[src/shared/pmg_pkg.sv]
// Package with register map, field layout, timing and state types of the power-mode controller
package pmg_pkg;
   // Register byte offsets
   localparam logic [7:0] PMG_OSC_CTRL_OFS = 8'h00;
   localparam logic [7:0] PMG_RTC_CTRL_OFS = 8'h04;
   localparam logic [7:0] PMG_PWR_CTRL_OFS = 8'h08;
   localparam logic [7:0] PMG_STATUS_OFS = 8'h0c;
   localparam logic [7:0] PMG_GATE_ANALOG_OFS = 8'h40;
   localparam logic [7:0] PMG_GATE_CMP_OPAMP_OFS = 8'h50;
   localparam logic [7:0] PMG_GATE_CAPCMP_OFS = 8'h60;
   localparam logic [7:0] PMG_GATE_TMR_PWM_OFS = 8'h70;
   localparam logic [7:0] PMG_GATE_SERIAL_OFS = 8'h80;
   localparam logic [7:0] PMG_GATE_REFCLK_ENC_OFS = 8'h90;
   localparam logic [7:0] PMG_GATE_DMA_OFS = 8'ha0;
   // Module gate registers sit on a 16-byte stride
   localparam int PMG_GATE_STRIDE_LSB = 4;
   localparam int PMG_NUM_GATE_REGS = 7;
   // Field positions
   localparam int PMG_SLEEP_EN_BIT = 4;
   localparam int PMG_OSC_SLOW_BIT = 0;
   localparam int PMG_RTC_SEL_LSB = 8;
   localparam int PMG_VREG_STBY_BIT = 0;
   // Reset values
   localparam logic [31:0] PMG_GATE_RST = 32'h0000_0000;
   localparam logic [1:0] PMG_RTC_SEL_RST = 2'h0;
   // Wake-up delay per oscillator, in ns, and derived cycle counts at 8 ns
   localparam int PMG_CLK_NS = 8;
   localparam int PMG_WAKE_FAST_NS = 80;
   localparam int PMG_WAKE_SLOW_NS = 2000;
   localparam logic [15:0] PMG_WAKE_FAST_CYC =
      16'((PMG_WAKE_FAST_NS + PMG_CLK_NS - 1) / PMG_CLK_NS);
   localparam logic [15:0] PMG_WAKE_SLOW_CYC =
      16'((PMG_WAKE_SLOW_NS + PMG_CLK_NS - 1) / PMG_CLK_NS);

   // Operating modes
   typedef enum logic [1:0] {PMG_RUN, PMG_IDLE, PMG_SLEEP, PMG_WAKE} pmg_mode_e;

   // Complete state of the controller
   typedef struct packed {
      pmg_mode_e mode;
      logic [15:0] wake_cnt;
      logic dph_wr;
      logic rd_wait;
      logic [7:0] dph_addr;
      logic [31:0] hrdata;
      logic sleep_en;
      logic osc_slow;
      logic [1:0] rtc_sel;
      logic vreg_stby;
      logic wdt_irq;
   } pmg_ctl_s;
endpackage : pmg_pkg

[src/shared/pmg_gate_if.sv]
// Interface between the controller and its bank of module gate registers
`timescale 1ns/1ns
interface pmg_gate_if;
   logic wr_en; // Write strobe for one gate register
   logic [2:0] wr_idx; // Register written
   logic [31:0] wr_data; // Data written
   logic [2:0] rd_idx; // Register read
   logic [31:0] rd_data; // Data read back
   logic [7*32-1:0] gates; // All gate bits, register 0 in the low word

   modport ctrl (output wr_en, output wr_idx, output wr_data, output rd_idx,
      input rd_data, input gates);
   modport bank (input wr_en, input wr_idx, input wr_data, input rd_idx,
      output rd_data, output gates);
endinterface : pmg_gate_if

[src/verilog/pmg_gate_bank.sv]
// Bank of module gate registers, one word each
`timescale 1ns/1ns
module pmg_gate_bank
   import pmg_pkg::*;
#(
   parameter int NUM_REGS = PMG_NUM_GATE_REGS
)
(
   // Clock and reset
   input wire logic i_clk,
   input wire logic i_rst_n,
   // Controller side
   pmg_gate_if.bank gif
);

   // Bank state as one packed struct
   typedef struct packed {
      logic [NUM_REGS-1:0][31:0] word;
   } pmg_bank_s;

   pmg_bank_s bank_reg; // Registered bank
   pmg_bank_s bank_next; // Next bank value

   ////////////////////////////////////////////////////////////////////////////////////////////
   // Write one word per strobe
   always_comb
   begin
      bank_next = bank_reg;
      if (gif.wr_en && (32'(gif.wr_idx) < NUM_REGS))
      begin
         bank_next.word[gif.wr_idx] = gif.wr_data;
      end
   end

   // All words clear on any reset
   always_ff @(posedge i_clk or negedge i_rst_n)
   begin
      if (!i_rst_n)
      begin
         bank_reg <= '{word: '{default: PMG_GATE_RST}};
      end
      else
      begin
         bank_reg <= bank_next;
      end
   end

   ////////////////////////////////////////////////////////////////////////////////////////////
   // Read port, unused indices read as zero
   assign gif.rd_data = (32'(gif.rd_idx) < NUM_REGS) ? bank_reg.word[gif.rd_idx] : 32'h0;

   // Flatten the words onto the gate bus
   genvar g;
   generate
      for (g = 0; g < 7; g++)
      begin : g_word
         if (g < NUM_REGS)
         begin : g_used
            assign gif.gates[g*32 +: 32] = bank_reg.word[g];
         end
         else
         begin : g_unused
            assign gif.gates[g*32 +: 32] = 32'h0;
         end
      end
   endgenerate

endmodule : pmg_gate_bank

[src/verilog/pmg_power_ctrl.sv]
// Power-mode controller with Sleep/Idle sequencing and per-peripheral module gating
//
// Functional notes
// - Sleep halts CPU, gates most peripheral clocks
// - Sleep wake delay depends on oscillator
// - Clock-fail monitor off throughout Sleep
// - Brown-out detector stays on in Sleep
// - Sleep entry never clears the watchdog
// - Sleep-capable peripherals keep running in Sleep
// - I/O pins hold their drive in Sleep
// - Higher-priority sleep-source interrupt ends Sleep
// - Lower/equal wake interrupt moves Sleep to Idle
// - Reset or watchdog timeout ends Sleep/Idle
// - Idle halts CPU and stop-in-idle peripherals, other clocks run
// - Stop-in-idle bit halts peripheral in Idle
// - Wait with sleep enable clear enters Idle
// - Idle wakes on higher-priority interrupt or watchdog timeout
// - Watchdog timeout in Idle raises wake interrupt
// - RTC source, sleep enable, regulator standby controls
// - Module-disable bit stops its own peripheral's clock
// - Disabled peripheral registers ignore access
// - Gate bit one disables, zero enables
// - Gate registers reset to zero
// - Gating resets peripheral registers
`timescale 1ns/1ns
module pmg_power_ctrl
   import pmg_pkg::*;
#(
   parameter int NUM_GATES = 32 * PMG_NUM_GATE_REGS, // Gate bits in the bank
   parameter logic [NUM_GATES-1:0] SLEEP_CAPABLE = '0, // Peripherals that run in Sleep
   parameter int PRIO_W = 3 // Interrupt priority width
)
(
   // Clock and reset
   input wire logic i_clk,
   input wire logic i_rst_n,
   // AHB-Lite slave
   input wire logic i_hsel,
   input wire logic [7:0] i_haddr,
   input wire logic [1:0] i_htrans,
   input wire logic i_hwrite,
   input wire logic [2:0] i_hsize,
   input wire logic [31:0] i_hwdata,
   input wire logic i_hready,
   output logic [31:0] o_hrdata,
   output logic o_hreadyout,
   output logic o_hresp,
   // CPU core
   input wire logic i_wait_exec,
   input wire logic [PRIO_W-1:0] i_cpu_prio,
   output logic o_cpu_clk_en,
   // Interrupt controller
   input wire logic i_irq_req,
   input wire logic [PRIO_W-1:0] i_irq_prio,
   input wire logic i_irq_sleep_src,
   // Watchdog
   input wire logic i_wdt_timeout,
   output logic o_wdt_clear,
   output logic o_wdt_wake_irq,
   // System clocks and supervisors
   output logic o_pbclk_en,
   output logic o_clk_mon_en,
   output logic o_brownout_en,
   output logic o_io_hold,
   output logic [1:0] o_rtc_clk_sel,
   output logic o_vreg_standby,
   // Peripherals
   input wire logic [NUM_GATES-1:0] i_periph_stop_idle,
   output logic [NUM_GATES-1:0] o_periph_clk_en,
   output logic [NUM_GATES-1:0] o_periph_rst,
   output logic [NUM_GATES-1:0] o_periph_sfr_ok
);

   pmg_ctl_s ctl_reg; // Registered state
   pmg_ctl_s ctl_next; // Next state
   pmg_gate_if gif(); // Link to the gate bank
   logic [NUM_GATES-1:0] gate_bits; // Module disable bits
   logic addr_ok; // Address phase accepted this cycle
   logic wr_gate; // Data-phase write hits the gate bank
   logic [2:0] wr_gate_idx; // Gate register written
   logic rd_gate; // Read address hits the gate bank
   logic [2:0] rd_gate_idx; // Gate register read
   logic irq_above; // Interrupt outranks the CPU
   logic in_sleep; // Sleep mode
   logic in_idle; // Idle mode

   ////////////////////////////////////////////////////////////////////////////////////////////
   // Gate register decode: 0x40..0xa0 on a 16-byte stride
   function automatic logic gate_hit(input logic [7:0] addr);
      logic [7:0] rel;
      rel = addr - PMG_GATE_ANALOG_OFS;
      gate_hit = (addr >= PMG_GATE_ANALOG_OFS) && (addr <= PMG_GATE_DMA_OFS)
         && (rel[PMG_GATE_STRIDE_LSB-1:0] == 4'h0);
   endfunction : gate_hit

   // Word index of a gate register
   function automatic logic [2:0] gate_idx(input logic [7:0] addr);
      logic [7:0] rel;
      rel = addr - PMG_GATE_ANALOG_OFS;
      gate_idx = rel[PMG_GATE_STRIDE_LSB +: 3];
   endfunction : gate_idx

   ////////////////////////////////////////////////////////////////////////////////////////////
   // Gate bank
   pmg_gate_bank #(
      .NUM_REGS(PMG_NUM_GATE_REGS)
   ) u_gate_bank (
      .i_clk(i_clk),
      .i_rst_n(i_rst_n),
      .gif(gif.bank)
   );

   // Bank connections
   assign wr_gate = ctl_reg.dph_wr && gate_hit(ctl_reg.dph_addr);
   assign wr_gate_idx = gate_idx(ctl_reg.dph_addr);
   assign rd_gate = gate_hit(ctl_reg.dph_addr);
   assign rd_gate_idx = gate_idx(ctl_reg.dph_addr);
   assign gif.wr_en = wr_gate;
   assign gif.wr_idx = wr_gate_idx;
   assign gif.wr_data = i_hwdata;
   assign gif.rd_idx = rd_gate_idx;
   assign gate_bits = gif.gates[NUM_GATES-1:0];

   ////////////////////////////////////////////////////////////////////////////////////////////
   // Helper terms
   assign addr_ok = i_hsel && i_hready && i_htrans[1];
   assign irq_above = i_irq_req && (i_irq_prio > i_cpu_prio);
   assign in_sleep = (ctl_reg.mode == PMG_SLEEP);
   assign in_idle = (ctl_reg.mode == PMG_IDLE);

   ////////////////////////////////////////////////////////////////////////////////////////////
   // Next-state logic: bus slave, control registers and mode sequencer
   always_comb
   begin
      ctl_next = ctl_reg;
      ctl_next.wdt_irq = 1'b0;

      // Address phase: reads insert one wait state to fetch data
      ctl_next.dph_wr = 1'b0;
      if (addr_ok)
      begin
         ctl_next.dph_addr = i_haddr;
         ctl_next.dph_wr = i_hwrite;
         ctl_next.rd_wait = !i_hwrite;
      end
      else if (ctl_reg.rd_wait)
      begin
         // Wait state: capture read data, unmapped reads give zero
         ctl_next.rd_wait = 1'b0;
         ctl_next.hrdata = 32'h0;
         if (rd_gate)
         begin
            ctl_next.hrdata = gif.rd_data;
         end
         else
         begin
            unique case (ctl_reg.dph_addr)
               PMG_OSC_CTRL_OFS:
               begin
                  ctl_next.hrdata[PMG_SLEEP_EN_BIT] = ctl_reg.sleep_en;
                  ctl_next.hrdata[PMG_OSC_SLOW_BIT] = ctl_reg.osc_slow;
               end
               PMG_RTC_CTRL_OFS:
               begin
                  ctl_next.hrdata[PMG_RTC_SEL_LSB +: 2] = ctl_reg.rtc_sel;
               end
               PMG_PWR_CTRL_OFS:
               begin
                  ctl_next.hrdata[PMG_VREG_STBY_BIT] = ctl_reg.vreg_stby;
               end
               PMG_STATUS_OFS:
               begin
                  // Live mode flags
                  ctl_next.hrdata[0] = in_idle;
                  ctl_next.hrdata[1] = in_sleep;
                  ctl_next.hrdata[2] = (ctl_reg.mode == PMG_WAKE);
               end
               default:
               begin
                  ctl_next.hrdata = 32'h0;
               end
            endcase
         end
      end

      // Data phase write to the low-power controls
      if (ctl_reg.dph_wr)
      begin
         unique case (ctl_reg.dph_addr)
            PMG_OSC_CTRL_OFS:
            begin
               ctl_next.sleep_en = i_hwdata[PMG_SLEEP_EN_BIT];
               ctl_next.osc_slow = i_hwdata[PMG_OSC_SLOW_BIT];
            end
            PMG_RTC_CTRL_OFS:
            begin
               ctl_next.rtc_sel = i_hwdata[PMG_RTC_SEL_LSB +: 2];
            end
            PMG_PWR_CTRL_OFS:
            begin
               ctl_next.vreg_stby = i_hwdata[PMG_VREG_STBY_BIT];
            end
            default:
            begin
               // Status, gate bank and unmapped words need nothing here
            end
         endcase
      end

      // Mode sequencer
      unique case (ctl_reg.mode)
         PMG_RUN:
         begin
            if (i_wait_exec)
            begin
               // Sleep enable picks the depth of the low-power state
               if (ctl_reg.sleep_en)
               begin
                  ctl_next.mode = PMG_SLEEP;
               end
               else
               begin
                  ctl_next.mode = PMG_IDLE;
               end
            end
         end
         PMG_SLEEP:
         begin
            if (i_wdt_timeout || (irq_above && i_irq_sleep_src))
            begin
               // Leave Sleep through the oscillator start-up delay
               ctl_next.mode = PMG_WAKE;
               ctl_next.wake_cnt = ctl_reg.osc_slow ? PMG_WAKE_SLOW_CYC
                  : PMG_WAKE_FAST_CYC;
            end
            else if (i_irq_req && i_irq_sleep_src)
            begin
               // Not urgent enough for the CPU: clocks resume in Idle, CPU stays halted
               ctl_next.mode = PMG_IDLE;
            end
         end
         PMG_WAKE:
         begin
            // Count down the wake-up delay
            if (ctl_reg.wake_cnt <= 16'h1)
            begin
               ctl_next.mode = PMG_RUN;
               ctl_next.wake_cnt = 16'h0;
            end
            else
            begin
               ctl_next.wake_cnt = ctl_reg.wake_cnt - 16'h1;
            end
         end
         PMG_IDLE:
         begin
            if (i_wdt_timeout)
            begin
               // Timeout becomes a wake interrupt to the CPU
               ctl_next.wdt_irq = 1'b1;
               ctl_next.mode = PMG_RUN;
            end
            else if (irq_above)
            begin
               ctl_next.mode = PMG_RUN;
            end
         end
      endcase
   end

   ////////////////////////////////////////////////////////////////////////////////////////////
   // State register; any reset returns to Run
   always_ff @(posedge i_clk or negedge i_rst_n)
   begin
      if (!i_rst_n)
      begin
         ctl_reg <= '0;
         ctl_reg.mode <= PMG_RUN;
         ctl_reg.rtc_sel <= PMG_RTC_SEL_RST;
      end
      else
      begin
         ctl_reg <= ctl_next;
      end
   end

   ////////////////////////////////////////////////////////////////////////////////////////////
   // Bus answers
   assign o_hrdata = ctl_reg.hrdata;
   assign o_hreadyout = !ctl_reg.rd_wait;
   assign o_hresp = 1'b0;

   ////////////////////////////////////////////////////////////////////////////////////////////
   // System-level clock and supervisor controls
   assign o_cpu_clk_en = (ctl_reg.mode == PMG_RUN);
   assign o_pbclk_en = !in_sleep && (ctl_reg.mode != PMG_WAKE);
   assign o_clk_mon_en = !in_sleep && (ctl_reg.mode != PMG_WAKE);
   assign o_brownout_en = 1'b1;
   assign o_wdt_clear = 1'b0;
   assign o_wdt_wake_irq = ctl_reg.wdt_irq;
   assign o_io_hold = in_sleep;
   assign o_rtc_clk_sel = ctl_reg.rtc_sel;
   assign o_vreg_standby = ctl_reg.vreg_stby && in_sleep;

   ////////////////////////////////////////////////////////////////////////////////////////////
   // Per-peripheral clock, reset and register-access controls
   genvar p;
   generate
      for (p = 0; p < NUM_GATES; p++)
      begin : g_periph
         // A set gate bit overrides every mode
         assign o_periph_clk_en[p] = !gate_bits[p]
            && !(in_sleep && !SLEEP_CAPABLE[p])
            && !(in_idle && i_periph_stop_idle[p]);
         assign o_periph_rst[p] = gate_bits[p];
         assign o_periph_sfr_ok[p] = !gate_bits[p];
      end
   endgenerate

endmodule : pmg_power_ctrl
[config.mk]
export PLATFORM = sky130hd
export DESIGN_NAME = pmg_power_ctrl
export DESIGN_NICKNAME = d
export VERILOG_FILES = /design/src/shared/pmg_pkg.sv /design/src/shared/pmg_gate_if.sv /design/src/verilog/pmg_gate_bank.sv /design/src/verilog/pmg_power_ctrl.sv
export SDC_FILE = /design/constraint.sdc
export NUM_CORES = 1
export LEC_CHECK = 0
export BUFFER_PORTS_ARGS = -buffer_cell sky130_fd_sc_hd__buf_4
export CORE_AREA = 2 2 390 392
export CTS_CLUSTER_DIAMETER = 200
export DETAILED_ROUTE_END_ITERATION = 10
export DIE_AREA = 0 0 392 394
export PLACE_DENSITY = 0.36
export SYNTH_ARGS = -nofsm -noshare
export SYNTH_HDL_FRONTEND = slang
export SYNTH_HIERARCHICAL = 1
export SYNTH_SLANG_ARGS = --single-unit
[constraint.sdc]
create_clock -name i_clk -period 4.75 [get_ports i_clk]
set_input_delay 0.95 -clock i_clk [delete_from_list [all_inputs] [get_ports i_clk]]
set_output_delay 0.95 -clock i_clk [all_outputs]
set_load 0.02 [all_outputs]
Yosys cells after proc, flatten, opt, wreduce, memory -nomap -nowiden
Cells that the tools add are included.
Widths: inputs -> output; s select.
{"block": "word_totals", "register_bits": 290, "input_bits": 284, "word_cells": 1213}
{"block": "op_classes", "addsub": 2, "magnitude_cmp": 7, "eq_ne": 12, "n_mux": 27, "n_bitwise": 1, "n_reduce_logical": 1146}
{"cell": "$logic_and 1x1->1", "count": 684}
{"cell": "$logic_not 1->1", "count": 451}
{"cell": "$bwmux 224", "count": 1}
{"cell": "$mux 32", "count": 4}
{"cell": "$bmux 32 s3", "count": 1}
{"cell": "$demux 32 s3", "count": 1}
{"cell": "$mux 16", "count": 2}
{"cell": "$pmux 16 s2", "count": 1}
{"cell": "$mux 2", "count": 9}
{"cell": "$eq 8x4->1 const B", "count": 2}
{"cell": "$le 16x1->1 const B", "count": 1}
{"cell": "$sub 16x1->16 const B", "count": 1}
{"cell": "$reduce_and 2->1", "count": 5}
{"cell": "$eq 8x3->1 const B", "count": 1}
{"cell": "$ge 8x7->1 const B", "count": 1}
{"cell": "$le 8x8->1 const B", "count": 1}
{"cell": "$logic_not 8->1", "count": 1}
{"cell": "$mux 8", "count": 1}
{"cell": "$pmux 2 s4", "count": 1}
{"cell": "$sub 7x7->7 const B", "count": 1}
{"cell": "$mux 1", "count": 5}
{"cell": "$eq 2x2->1 const B", "count": 2}
{"cell": "$logic_not 4->1", "count": 1}
{"cell": "$lt 3x4->1 const B", "count": 1}
{"cell": "other kinds (14)", "count": 16}

Logic depth before layout (Yosys ltp)
{"block": "logic_depth", "ltp_word": 6, "ltp_mapped": 9}

By module
The synthesis kept the hierarchy.
{"module": "pmg_gate_bank", "instances": 1, "cells_per_inst": 736, "area_per_inst_um2": 10269.8, "seq_area_each_um2": 5605.4}
{"module": "pmg_power_ctrl", "instances": 1, "cells_per_inst": 815, "area_per_inst_um2": 6069.6, "seq_area_each_um2": 1651.6}

Least setup slack after synthesis
No wires, ideal clock.
{"block": "synth_path", "path_type": "register -> output", "startpoint": "register ctl_reg[65] (netlist name)", "endpoint": "output port o_periph_clk_en[125]", "arrival_time_ns": 1.891, "setup_slack_ns": 1.909, "stages_incl_launch_ff": 7, "path_buffers": 3, "cell_sequence": "dfrtp_1 -> buf_2 -> clkinv_1 -> nor2_1 -> clkbuf_1 -> buf_1 -> a211oi_1"}
{"block": "synth_between", "elab_chain_cells": 4, "elab_cells_between_ends": 7}
{"element": "from (decl)", "line": "pmg_power_ctrl.sv:74", "text": "pmg_ctl_s ctl_reg;"}
{"element": "from (signal assigned)", "line": "pmg_power_ctrl.sv:283", "text": "ctl_reg <= ctl_next;"}
{"element": "$eq 2x2->1 / $eq 2x1->1 (equally long branches)", "line": "pmg_power_ctrl.sv:128, pmg_power_ctrl.sv:129"}
{"element": "$logic_not 1->1 / $logic_and 1x1->1 (equally long branches)", "line": "pmg_power_ctrl.sv:313, pmg_power_ctrl.sv:314"}
{"element": "$logic_and 1x1->1 / $logic_not 1->1 (equally long branches)", "line": "pmg_power_ctrl.sv:313, pmg_power_ctrl.sv:314"}
{"element": "$logic_and 1x1->1 *", "line": "pmg_power_ctrl.sv:314", "text": "&& !(in_idle && i_periph_stop_idle[p]);"}
{"element": "to (decl)", "line": "pmg_power_ctrl.sv:69", "text": "output logic [NUM_GATES-1:0] o_periph_clk_en,"}
Mark *: on every way between the ends. The rest lies on a longest branch, timed or not.

Final worst setup path
{"block": "layout_path", "startpoint": "register ctl_reg[65] (netlist name)", "endpoint": "output port o_periph_clk_en[10]"}
Same word-level chain as after synthesis.

==> impl_metrics.env <==
export IMPL_place_ws_ns=1.273
export IMPL_drc=0
export IMPL_arrival_ns=2.96
export IMPL_met2_usage=0.2313
export IMPL_clock_latency_ns=0.59
export IMPL_post_drt_wl_per_cell_um=25.05
export IMPL_die_h_um=394
export IMPL_root_buffer="clkbuf_16"
export IMPL_drt_wl_total_mm=113.9
export IMPL_layout_setup_ws_ns=0.8386
export IMPL_grt_usage=0.1401
export IMPL_grt_busiest_layer="met2"
export IMPL_io_buffers=992
export IMPL_drive_gt1_frac=0.5511
export IMPL_maxCapViolCount=0
export IMPL_largest_register_ffs=224
export IMPL_hpwlAfterDp_mm=88.13
export IMPL_drt_initial_drc_count=985
export IMPL_worstPathMaxFanout=90
export IMPL_start_kind="flop"
export IMPL_use_met3=0.02493
export IMPL_tns_ns=0
export IMPL_num_io_pins=1000
export IMPL_tritoncts="done"
export IMPL_fmax_mhz=255.7
export IMPL_dr_pass1_iters=6
export IMPL_cts_buffers_inserted=41
export IMPL_final_util=0.1820
export IMPL_met1_usage=0.1823
export IMPL_seq_area_frac_synth=0.4441
export IMPL_required_ns=3.80
export IMPL_ctsLongestPathBuffers=3
export IMPL_finalNetCount=2766
export IMPL_htree_num_levels=2
export IMPL_fin_cells=4546
export IMPL_synth_area_mm2=0.01634
export IMPL_cts_resized=0
export IMPL_mostFrequentLayoutCells="buf_4, dfrtp_1, inv_1"
export IMPL_power_per_cell_area_mw_per_mm2=427.0
export IMPL_period_share=0.8235
export IMPL_min_path_type="input pin to async pin"
export IMPL_synth_edff_count=0
export IMPL_finalMaxSlewViolations=0
export IMPL_core_mm2=0.1507
export IMPL_ant_nets=0
export IMPL_maxSlewHeadroom=0.3265
export IMPL_fin_worst_skew_ns=0.01774
export IMPL_via_per_inst=3.663
export IMPL_grt_remaining_overflow=0
export IMPL_antenna_found_initial=13
export IMPL_initial_utilization=0.1085
export IMPL_grt_setup_unrepaired="false"
export IMPL_ys_ff_latch=290
export IMPL_finalHoldViolations=0
export IMPL_ys_flop_type="dfrtp_1"
export IMPL_cts_sinks=290
export IMPL_cts_hold_buffers=0
export IMPL_finalCriticalPeriod_ns=3.911
export IMPL_grt_pass1_vias=16440
export IMPL_final_common_cell="buf_4"
export IMPL_fp_dieW_um=392
export IMPL_placed_cells=4464
export IMPL_die_area_mm2=0.1544
export IMPL_ys_async_sr_fraction=1.000
export IMPL_cts_setup_buffers=0
export IMPL_synth_cell_types=60
export IMPL_status="completed"
export IMPL_grt_max_degree=91
export IMPL_fp_row_count=143
export IMPL_routabilityCongestion=0.8745
export IMPL_hold_slack_ns=0.3821
export IMPL_nFillCells=16870
export IMPL_syn2layout_area_growth_pct=67.77
export IMPL_syn_area_per_cell_um2=10.53
export IMPL_p_leak_nw=12.71
export IMPL_path_class="flop to output port"
export IMPL_tightestPinTransition_ns=1.010
export IMPL_setup_viol=0
export IMPL_clk_pin_slew_ns=0.06
export IMPL_ys_warnings_count=6
export IMPL_endpoint_kind="output port"
export IMPL_grt_pass1_wl_mm=148.0
export IMPL_syn_inst=1551
export IMPL_vias=16650
export IMPL_peakVddDrop_uv=247.4
per-layer routing:
layer  up-vias  wire (um)
li1       7382          -
met1      8483      49940
met2       681      54170
met3       103       6120
met4         2       3652
met5         -         13
kinds of logic after synthesis:
kind of cell / share of synthesized area
buffers and inverters: 0.1040
AOI/OAI and AO/OA: 0.1746
other: 0.0004596
muxes: 0.2241
DFF: 0.4441
adders and majority gates: 0.003829
and+or+nand+nor: 0.04893
power breakdown:
part           internal, mW  switching (mW)  total [mW]
logic                  2.22            3.49        5.71
registers              2.62           0.280        2.90
clock network          1.83            1.27        3.10
total                  6.67            5.04        11.7
critical path, cell delays in order (launching register included):
cell and delay (ns):
dfrtp_1 0.50, clkinv_1 0.26, nor2_4 0.08, buf_12 0.18, a211oi_1 0.88, buf_4 0.28
synth_stat cells, drive strengths merged (2+ instances only):
cell      n  area [um^2]
dfrtp   290         7257
mux2    238         2680
inv     237        889.6
a211oi  227         1704
mux2i    98        980.9
buf      83        543.0
clkbuf   70        262.8
a22o     58        508.0
nand2    50        187.7
a31oi    33        206.5
or2      32        200.2
a21oi    18        93.84
nor2     18        67.56
o21ai    17        85.08
or3       7        48.80
a22oi     6        45.04
nor3      6        40.04
and3      5        31.28
ha        5        62.56
nor4      5        46.29
nand4b    4        35.03
a221o     3        30.03
nand3     3        15.01
nor2b     3        18.77
nor3b     3        38.79
o21bai    3        22.52
o31ai     3        22.52
a21boi    2        15.01
a21o      2        22.52
conb      2        7.510
nand4     2        12.51
path summary, 6_finish.rpt:
kind	slack, ns	to	cells after the start	start
worst max-delay path	0.84	o_periph_clk_en[10]	5	ctl_reg[65]
worst max register to register	1.38	u_gate_bank/gif.gates[145]	9	ctl_reg[43]
worst min-delay path	0.38	o_wdt_wake_irq	1	i_rst_n
worst min register to register	0.48	ctl_reg[61]	1	ctl_reg[61]
min in group i_clk	0.48	ctl_reg[61]	1	ctl_reg[61]
max in group asynchronous	3.38	o_hrdata[24]	2	i_rst_n
stage by stage:
step / instance area [um^2] / total power [mW]
2_1_floorplan: 16340 / 5.847
6_report: 27410 / 11.71
3_3_place_gp: 26080 / 8.739
4_1_cts: 27390 / 11.91
3_5_place_dp: 26080 / 8.688
5_1_grt: 27400 / 12.26
area by class of cell:
class	instances	area, um^2	area share
antenna	10	25.02	0.0009129
clock buffer	61	1224	0.04464
clock inverter	11	88.84	0.003241
inverter	238	894.6	0.03264
multi-input combinational	871	7461	0.2722
sequential	290	7264	0.2650
tap	2030	2540	0.09266
timing repair buffer	1035	7915	0.2887
(Power assumes the default switching activity.)
